**config.mk**
```make
export PLATFORM = sky130hd
export DESIGN_NAME = shp_host_port
export DESIGN_NICKNAME = d
export VERILOG_FILES = /design/src/design/shp_pkg.sv /design/src/design/shp_sync.sv /design/src/design/shp_host_port.sv
export SDC_FILE = /design/constraint.sdc
export NUM_CORES = 1
export LEC_CHECK = 0
export ABC_CLOCK_PERIOD_IN_PS = 3220
export BUFFER_PORTS_ARGS = -buffer_cell sky130_fd_sc_hd__buf_2
export CAP_MARGIN = 10
export CORE_AREA = 2 2 72 74
export DETAILED_ROUTE_END_ITERATION = 8
export DIE_AREA = 0 0 74 76
export PLACE_DENSITY = 0.73
export SYNTH_ARGS = -nofsm -noshare
export SYNTH_HDL_FRONTEND = slang
export SYNTH_SLANG_ARGS = --single-unit
```
**constraint.sdc**
```tcl
create_clock -name clk_i -period 3.22 [get_ports clk_i]
set_clock_uncertainty 0.05 [all_clocks]
set_input_delay 0.161 -clock clk_i [delete_from_list [all_inputs] [get_ports clk_i]]
set_output_delay 0.161 -clock clk_i [all_outputs]
set_load 0.05 [all_outputs]
```
**src/design/shp_pkg.sv**
```systemverilog
// Package with constants shared by the serial host port
`default_nettype none
package shp_pkg;
  localparam int SHP_ADDR_W = 7;
  localparam int SHP_DATA_W = 8;
  localparam int SHP_BIT_CNT_W = 3;
  localparam logic [2:0] SHP_LAST_BIT = 3'h7;
  localparam logic [2:0] SHP_BIT_RESET = 3'h0;
  localparam logic [6:0] SHP_ADDR_RESET = 7'h00;
  localparam logic [7:0] SHP_BYTE_RESET = 8'h00;
  // Select and host mode stages start at their idle high level, clock and data low
  localparam logic [3:0] SHP_PIN_SYNC_RESET = 4'hC;
  localparam logic SHP_DIR_WRITE = 1'b0;
  localparam int SHP_CMD_DIR_BIT = 7;
  localparam int SHP_SYNC_STAGES = 2;
  localparam real SHP_MAX_RATE_MBPS = 40.0;
  localparam real SHP_CLK_MHZ = 125.0;
  localparam int SHP_MIN_HALF_CYCLES = int'(SHP_CLK_MHZ / SHP_MAX_RATE_MBPS / 2.0);
  typedef enum logic [1:0] {
    SHP_ST_CMD = 2'b00,
    SHP_ST_DUMMY = 2'b01,
    SHP_ST_DATA = 2'b10
  } shp_state_t;
endpackage
`default_nettype wire

```
**src/design/shp_sync.sv**
```systemverilog
// Two-stage synchroniser for a group of asynchronous levels
`default_nettype none
module shp_sync #(
  parameter int WIDTH = 1,
  parameter logic [WIDTH-1:0] RESET_VAL = '0
) (
  input wire logic clk_i,
  input wire logic rst_n_i,
  input wire logic [WIDTH-1:0] d_i,
  output logic [WIDTH-1:0] q_o
);
  logic [WIDTH-1:0] meta_reg;
  logic [WIDTH-1:0] q_reg;
  always_ff @(posedge clk_i or negedge rst_n_i) begin
    if (!rst_n_i) begin
      meta_reg <= RESET_VAL;
      q_reg <= RESET_VAL;
    end else begin
      meta_reg <= d_i;
      q_reg <= meta_reg;
    end
  end
  assign q_o = q_reg;
endmodule
`default_nettype wire

```
**src/design/shp_host_port.sv**
```systemverilog
// Serial host register port: four-wire serial slave giving register read and write access
`default_nettype none
module shp_host_port
  import shp_pkg::*;
(
  input wire logic clk_i,
  input wire logic nrst_i,
  input wire logic host_port_select_i,
  input wire logic cs_n_i,
  input wire logic serial_bit_clock_i,
  input wire logic serial_data_in_i,
  output logic serial_data_out_o,
  output logic serial_data_out_oe_n_o,
  output logic [SHP_ADDR_W-1:0] reg_addr_o,
  output logic [SHP_DATA_W-1:0] reg_wdata_o,
  output logic reg_wr_o,
  output logic reg_rd_o,
  input wire logic [SHP_DATA_W-1:0] reg_rdata_i
);
  logic rst_meta_reg;
  logic rst_n_reg;
  logic [3:0] pins_sync;
  logic sel_n_s;
  logic sclk_s;
  logic sdi_s;
  logic sclk_d_reg;
  shp_state_t state_reg;
  shp_state_t state_next;
  logic [SHP_BIT_CNT_W-1:0] bit_reg;
  logic [SHP_DATA_W-1:0] shift_reg;
  logic [SHP_ADDR_W-1:0] addr_reg;
  logic read_reg;
  logic [SHP_DATA_W-1:0] tx_reg;
  logic sdo_reg;
  logic oe_n_reg;
  logic wr_reg;
  logic rd_reg;
  logic [SHP_DATA_W-1:0] wdata_reg;
  logic [SHP_ADDR_W-1:0] addr_out_reg;

  // Reset release through two flops
  always_ff @(posedge clk_i or negedge nrst_i) begin
    if (!nrst_i) begin
      rst_meta_reg <= 1'b0;
      rst_n_reg <= 1'b0;
    end else begin
      rst_meta_reg <= 1'b1;
      rst_n_reg <= rst_meta_reg;
    end
  end

  // Every pin passes two flops before it is combined; select stages reset high
  // so the port stays released until the real pin levels have arrived
  shp_sync #(
    .WIDTH(4),
    .RESET_VAL(SHP_PIN_SYNC_RESET)
  ) u_sync (
    .clk_i(clk_i),
    .rst_n_i(rst_n_reg),
    .d_i({host_port_select_i, cs_n_i, serial_bit_clock_i, serial_data_in_i}),
    .q_o(pins_sync)
  );

  // A high select (or host mode off) holds the port idle
  assign sel_n_s = pins_sync[3] | pins_sync[2];
  assign sclk_s = pins_sync[1];
  assign sdi_s = pins_sync[0];

  wire active = !sel_n_s;
  wire rise = active && sclk_s && !sclk_d_reg;
  wire fall = active && !sclk_s && sclk_d_reg;
  wire byte_done = rise && (bit_reg == SHP_LAST_BIT);
  wire [SHP_DATA_W-1:0] rx_byte = {shift_reg[SHP_DATA_W-2:0], sdi_s};
  wire cmd_is_read = rx_byte[SHP_CMD_DIR_BIT] != SHP_DIR_WRITE;
  wire data_byte = byte_done && (state_reg == SHP_ST_DATA);
  wire load_tx = byte_done && (state_reg == SHP_ST_DUMMY) && read_reg;
  wire next_tx = data_byte && read_reg;
  wire [SHP_ADDR_W-1:0] addr_inc = addr_reg + 7'h01;
  // Read prefetch targets the next location once the current byte completes
  wire [SHP_ADDR_W-1:0] tx_addr = next_tx ? addr_inc : addr_reg;

  always_comb begin
    state_next = state_reg;
    if (byte_done) begin
      unique case (state_reg)
        SHP_ST_CMD: state_next = SHP_ST_DUMMY;
        SHP_ST_DUMMY: state_next = SHP_ST_DATA;
        SHP_ST_DATA: state_next = SHP_ST_DATA;
        default: state_next = SHP_ST_CMD;
      endcase
    end
  end

  always_ff @(posedge clk_i or negedge rst_n_reg) begin
    if (!rst_n_reg) begin
      sclk_d_reg <= 1'b0;
    end else begin
      sclk_d_reg <= sclk_s;
    end
  end

  always_ff @(posedge clk_i or negedge rst_n_reg) begin
    if (!rst_n_reg) begin
      state_reg <= SHP_ST_CMD;
      bit_reg <= SHP_BIT_RESET;
      shift_reg <= SHP_BYTE_RESET;
    end else if (!active) begin
      state_reg <= SHP_ST_CMD;
      bit_reg <= SHP_BIT_RESET;
      shift_reg <= SHP_BYTE_RESET;
    end else if (rise) begin
      state_reg <= state_next;
      bit_reg <= bit_reg + 3'h1;
      shift_reg <= rx_byte;
    end
  end

  always_ff @(posedge clk_i or negedge rst_n_reg) begin
    if (!rst_n_reg) begin
      addr_reg <= SHP_ADDR_RESET;
      read_reg <= 1'b0;
    end else if (byte_done && state_reg == SHP_ST_CMD) begin
      addr_reg <= rx_byte[SHP_ADDR_W-1:0];
      read_reg <= cmd_is_read;
    end else if (data_byte) begin
      addr_reg <= addr_inc;
    end
  end

  // Strobe qualifiers and the address presented with each strobe
  wire wr_take = data_byte && !read_reg;
  wire rd_take = load_tx || next_tx;
  wire addr_take = rd_take || wr_take;
  // A write reports the location just filled; a read the location to fetch
  wire [SHP_ADDR_W-1:0] strobe_addr = wr_take ? addr_reg : tx_addr;
  wire out_shift = fall && (state_reg == SHP_ST_DATA);
  wire out_bit = out_shift && read_reg;

  // Write strobe and read request, one cycle each
  always_ff @(posedge clk_i or negedge rst_n_reg) begin
    if (!rst_n_reg) begin
      wr_reg <= 1'b0;
      rd_reg <= 1'b0;
    end else begin
      wr_reg <= wr_take;
      rd_reg <= rd_take;
    end
  end

  // Write data stands until the next write
  always_ff @(posedge clk_i or negedge rst_n_reg) begin
    if (!rst_n_reg) begin
      wdata_reg <= SHP_BYTE_RESET;
    end else if (wr_take) begin
      wdata_reg <= rx_byte;
    end
  end

  // Address stands until the next strobe
  always_ff @(posedge clk_i or negedge rst_n_reg) begin
    if (!rst_n_reg) begin
      addr_out_reg <= SHP_ADDR_RESET;
    end else if (addr_take) begin
      addr_out_reg <= strobe_addr;
    end
  end

  // Data out is released whenever the port is not selected
  always_ff @(posedge clk_i or negedge rst_n_reg) begin
    if (!rst_n_reg) begin
      oe_n_reg <= 1'b1;
    end else begin
      oe_n_reg <= !active;
    end
  end

  // Read data is captured one cycle after the request, before the next falling edge
  always_ff @(posedge clk_i or negedge rst_n_reg) begin
    if (!rst_n_reg) begin
      tx_reg <= SHP_BYTE_RESET;
    end else if (!active) begin
      tx_reg <= SHP_BYTE_RESET;
    end else if (rd_reg) begin
      tx_reg <= reg_rdata_i;
    end else if (out_shift) begin
      tx_reg <= {tx_reg[SHP_DATA_W-2:0], 1'b0};
    end
  end

  // Data out moves after a falling serial clock edge, and returns low when the port is deselected
  always_ff @(posedge clk_i or negedge rst_n_reg) begin
    if (!rst_n_reg) begin
      sdo_reg <= 1'b0;
    end else if (!active) begin
      sdo_reg <= 1'b0;
    end else if (out_bit) begin
      sdo_reg <= tx_reg[SHP_DATA_W-1];
    end
  end

  assign serial_data_out_o = sdo_reg;
  assign serial_data_out_oe_n_o = oe_n_reg;
  assign reg_addr_o = addr_out_reg;
  assign reg_wdata_o = wdata_reg;
  assign reg_wr_o = wr_reg;
  assign reg_rd_o = rd_reg;
endmodule
`default_nettype wire

```
After elaboration in Yosys (flattened, before gate mapping)
Index checks and enable logic that the tools add are counted.
{"block": "op_classes", "n_bitwise": 1, "reduce_logical": 27, "n_addsub": 2, "n_eq_ne": 3, "n_mux": 17}
{"cell": "2-to-1 mux 7 bit", "count": 6}
{"cell": "2-to-1 mux 8 bit", "count": 3}
{"cell": "logical AND 1 bit", "count": 13}
{"cell": "nonzero test 2 bit", "count": 4}
{"cell": "adder 7 x 1 -> 7 bit, second input constant", "count": 1}
{"cell": "2-to-1 mux 2 bit", "count": 3}
{"cell": "2-to-1 mux 3 bit", "count": 2}
{"cell": "zero test 1 bit", "count": 4}
{"cell": "case mux 2 bit (2 select lines)", "count": 1}
{"cell": "adder 3 x 1 -> 3 bit, second input constant", "count": 1}
{"cell": "equality test 3 bit, second input constant", "count": 1}
{"cell": "nonzero test 3 bit", "count": 1}
{"cell": "equality test 2 x 1 -> 1 bit, second input constant", "count": 1}
{"cell": "equality test 2 bit, second input constant", "count": 1}
{"cell": "zero test 2 bit", "count": 1}
{"cell": "logical OR 1 bit", "count": 2}
{"cell": "2-to-1 mux 1 bit", "count": 2}
{"cell": "AND reduction 2 bit", "count": 1}
{"cell": "OR reduction 2 bit", "count": 1}
{"cell": "bitwise OR 1 bit", "count": 1}
{"block": "word_totals", "output_inout_bits": 19, "word_cells": 67, "in_bits": 14, "ff_bits": 58}

Depth between registers and ports, before layout
{"block": "depth", "ltp_word": 9, "mapped_depth": 8, "ltp_nobuf": 6}

Modules after synthesis
A second synthesis with hierarchy kept.
{"block": "unflattened", "cells_unflattened": 227, "area_unflattened_um2": 2572.5}
{"mod": "shp_host_port", "n_inst": 1, "seq_area_each_um2": 1252.5, "cells_per_inst": 219, "area_each_um2": 2367.3}
{"mod": "shp_sync", "n_inst": 1, "seq_area_each_um2": 205.2, "cells_per_inst": 8, "area_each_um2": 205.2}

Least setup slack after synthesis
Ideal clock, no wire load.
{"block": "synth_path", "kind": "flip-flop to flip-flop", "start": "register bit_reg[0]", "end": "register wdata_reg[3] (netlist: reg_wdata_o[3])", "synth_period_minus_slack_ps": 1882, "path_slack_ps": 1338, "t_arrival_ps": 1704, "path_buffers": 2, "path_stages_with_launch": 8, "cell_sequence": "dfrtp_1 ha_1 ha_1 and2_1 buf_2 and3_1 buf_4 mux2_1"}
{"block": "synth_via", "elab_chain_cells": 4}
{"element": "from (decl)", "line": "shp_host_port.sv:29", "rtl": "logic [SHP_BIT_CNT_W-1:0] bit_reg;"}
{"element": "from (signal assigned)", "line": "shp_host_port.sv:113", "rtl": "bit_reg <= bit_reg + 3'h1;"}
{"element": "equality test 3 bit", "line": "shp_host_port.sv:72", "rtl": "wire byte_done = rise && (bit_reg == SHP_LAST_BIT);"}
{"element": "logical AND 1 bit", "line": "shp_host_port.sv:72"}
{"element": "logical AND 1 bit", "line": "shp_host_port.sv:75", "rtl": "wire data_byte = byte_done && (state_reg == SHP_ST_DATA);"}
{"element": "logical AND 1 bit", "line": "shp_host_port.sv:131", "rtl": "wire wr_take = data_byte && !read_reg;"}
{"element": "net wr_take", "line": "shp_host_port.sv:131"}
{"element": "to (signal assigned)", "line": "shp_host_port.sv:155", "rtl": "wdata_reg <= rx_byte;"}
{"element": "to (decl)", "line": "shp_host_port.sv:38", "rtl": "logic [SHP_DATA_W-1:0] wdata_reg;"}
The timed path passes the listed nets, and every way through them passes these cells.
A chain may end at the register's enable or synchronous reset.

Worst setup path after layout
{"block": "layout_path", "start": "register state_reg[0]", "end": "register wdata_reg[0] (netlist: reg_wdata_o[0])"}
{"block": "layout_via", "elab_chain_cells": 3}
{"element": "from (decl)", "line": "shp_host_port.sv:27", "rtl": "shp_state_t state_reg;"}
{"element": "from (signal assigned)", "line": "shp_host_port.sv:112", "rtl": "state_reg <= state_next;"}
{"element": "equality test 2 bit", "line": "shp_host_port.sv:75"}
{"element": "logical AND 1 bit", "line": "shp_host_port.sv:75"}
{"element": "logical AND 1 bit", "line": "shp_host_port.sv:131"}
Every way passes these cells.

==> flow_summary.toml <==
[run_status]
status = "finished, final reports clean"

[global_route]
grt_max_degree = 41
grt_pass1_wl_um = 7430
antenna_found_initial = 0
grt_overflow_total = 0
grt_pass1_vias = 1659
track_usage_pct = 17.2

[routing]
num_vias = 1775
avgRoutedWirePerCell_um = 12.8
ant_nets = 0
drc = 0
viasPerCell = 5.16
drt_pass1_iterations = 4
wl_um = 4390
drtIter0Drc = 77

[run]
drv_cap = 0

[synthesis]
yosysTopAreaCell = "dfrtp_1"
netlist_instances = 231
synth_warnings = 0
ys_ff_latch = 58
syn-num-nets = 252
synth_cell_types = 39
ys_seq_area_share_pct = 56.3
synth_area_um2 = 2590
avgSynthCellArea_um2 = 11.2
synth_top_area_share_pct = 51.2
synth.top_cells.by_area = "dfrtp_1 (51%), mux2_2 (5.6%), dfstp_2 (5.1%)"

[layout]
diodes = 0
drive_above_1_share_pct = 28.5
final_cell_area_um2 = 3040
fin_util_pct = 61.9
final_cell_mix = "dfrtp_1 (52), buf_2 (32), nand2_1 (25)"
fin_nets = 290
area_delta_synth_final_pct = 17.3
layout_commonest_cell = "dfrtp_1"

[floorplan]
die_area_um2 = 5620
dieWidth_um = 74
core_um2 = 4910
start_util_pct = 52.8
die_y_um = 76
io_pins = 33
rows = 26

[clock_tree]
worstSkewPairLatency_ns = 0.33
clkSinkCount = 58
ctsResizeCount = 0
cts.hold.buffers_added = 5
cts_tree = "built"
cts_made_buffers = 9
cts_buffer_depth = 2
htreeDepth = 3
post-cts-setup-buffers = 0
clkTransAtPathRegs_ns = 0.07
clockRootBuffer = "clkbuf_8"

[critical_path]
crit_path_start = "state_reg[0]$_DFFE_PN0P_"
rr_endpoint = "reg_wdata_o[0]$_DFFE_PN0P_"
required_ns = 3.38
path_max_fanout = 12
critPathKind = "reg2reg"
startpoint_type = "flip-flop"
r2r_setup_slack_ns = 0.94
rr_worst_depth = 5
reg2reg_from = "state_reg[0]$_DFFE_PN0P_"
end_kind = "flip-flop"
arrival_ns = 2.44

[worst_hold_path]
min_to = "tx_reg[5]$_DFFE_PN0P_"
hold_class = "in2reg"
hold_path_depth = 3
min-delay-start = "reg_rdata_i[5]"

[timing]
rsz0062_at_grt = "no"
hold_viol_final = 0
max_slew_margin_pct = 45.1
slew_violations = 0
period_needed_ns = 2.28
finalSetupViolCount = 0
worst_pin_slew_ns = 0.824
fmax_ghz = 0.440
min_period_over_period_pct = 70.7
setup-tns-final_ns = 0

[pwr]
powerDensity_nw_per_um2 = 479
leakage_nw = 1.45
vdd_drop_max_v = 0.000284

[placement]
place.gp.congestion = 0.808
placed_area_um2 = 2790
portBuffers = 32
hpwl_um = 2990
[worst max-delay path: stages (launching register included)]
cell and delay [ns]:
dfrtp_1 0.40, inv_1 0.11, ha_1 0.40, and2_1 0.35, and3_1 0.46, mux2_2 0.38
[stage by stage]
stage	worst slack (ns)	hold WS (ns)	power, W	cells
after floorplan	1.34	-0.185	0.000782	231
after global placement	1.02	-0.103	0.000798	323
after detailed placement	0.937	-0.103	0.000799	323
after CTS	0.925	0.00467	0.00148	344
after global routing	0.774	0.0213	0.00152	344
final	0.945	0.0164	0.00146	344
[worst max path at each step]
stage / endpoint / slack, ns / cells after the start
floorplan: reg_wdata_o[3]$_DFFE_PN0P_ / 1.34 / 7
global placement: reg_wdata_o[1]$_DFFE_PN0P_ / 1.02 / 5
detailed placement: reg_wdata_o[4]$_DFFE_PN0P_ / 0.94 / 5
CTS: reg_wdata_o[0]$_DFFE_PN0P_ / 0.93 / 5
global route: reg_wdata_o[1]$_DFFE_PN0P_ / 0.77 / 5
finish: reg_wdata_o[0]$_DFFE_PN0P_ / 0.94 / 5
[Yosys cell counts]
master and count:
xor2_1 6, and2_1 2, a21o_1 1, a211oi_2 2, and3b_1 1, a41oi_1 1, or2_2 1, o22ai_1 4
a41o_1 1, or2_0 1, dfstp_2 5, o221ai_1 2, nand2b_1 1, a21oi_1 20, nand3b_1 1, a21oi_2 4
o21ai_0 3, nand3_1 6, mux2i_1 9, nand4_1 4, nor2_1 24, nor4b_4 1, nand2_1 25, nor2b_1 2
mux2_2 13, ha_1 7, conb_1 1, mux2_1 2, buf_4 4, a22oi_1 1, and3_1 5, buf_2 2
xnor2_1 1, dfrtp_1 53, a31oi_1 2, inv_1 6, nand3b_2 1, buf_6 1, clkbuf_1 5
[cell type report]
class | count | area (um^2)
clock buffer | 11 | 151
tap | 70 | 87.6
fill | 396 | 1870
timing repair buffer | 39 | 225
multi-input combinational | 155 | 1040
sequential | 58 | 1460
inverter | 6 | 22.5
clock inverter | 5 | 52.6
[logic make-up after synthesis]
| family | count (synthesis) | share of synthesized area, % |
|---|---|---|
| xor+xnor | 7 | 2.37 |
| buf+inv | 18 | 3.57 |
| compound gates | 41 | 10.2 |
| fa+ha+maj | 7 | 3.38 |
| other cells | 1 | 0.145 |
| simple gates | 75 | 14.1 |
| mux | 24 | 10.0 |
| flops | 58 | 56.3 |
[routing by layer]
layer,GRT usage (%),part of all wire [%],up-vias,wire length [um]
li1,-,-,872,-
met2,24.6,45,38,1970
met1,24.3,49,856,2150
met4,9.82,2.3,0,101
met5,0,0,-,0
met3,3.17,3.8,9,165
[power by group]
part / total [W] / switching (W) / internal, W
logic: 0.0000349 / 0.0000198 / 0.0000151
registers: 0.000754 / 0.0000139 / 0.000740
clock network: 0.000667 / 0.000273 / 0.000395
(Power assumes the default switching activity.)
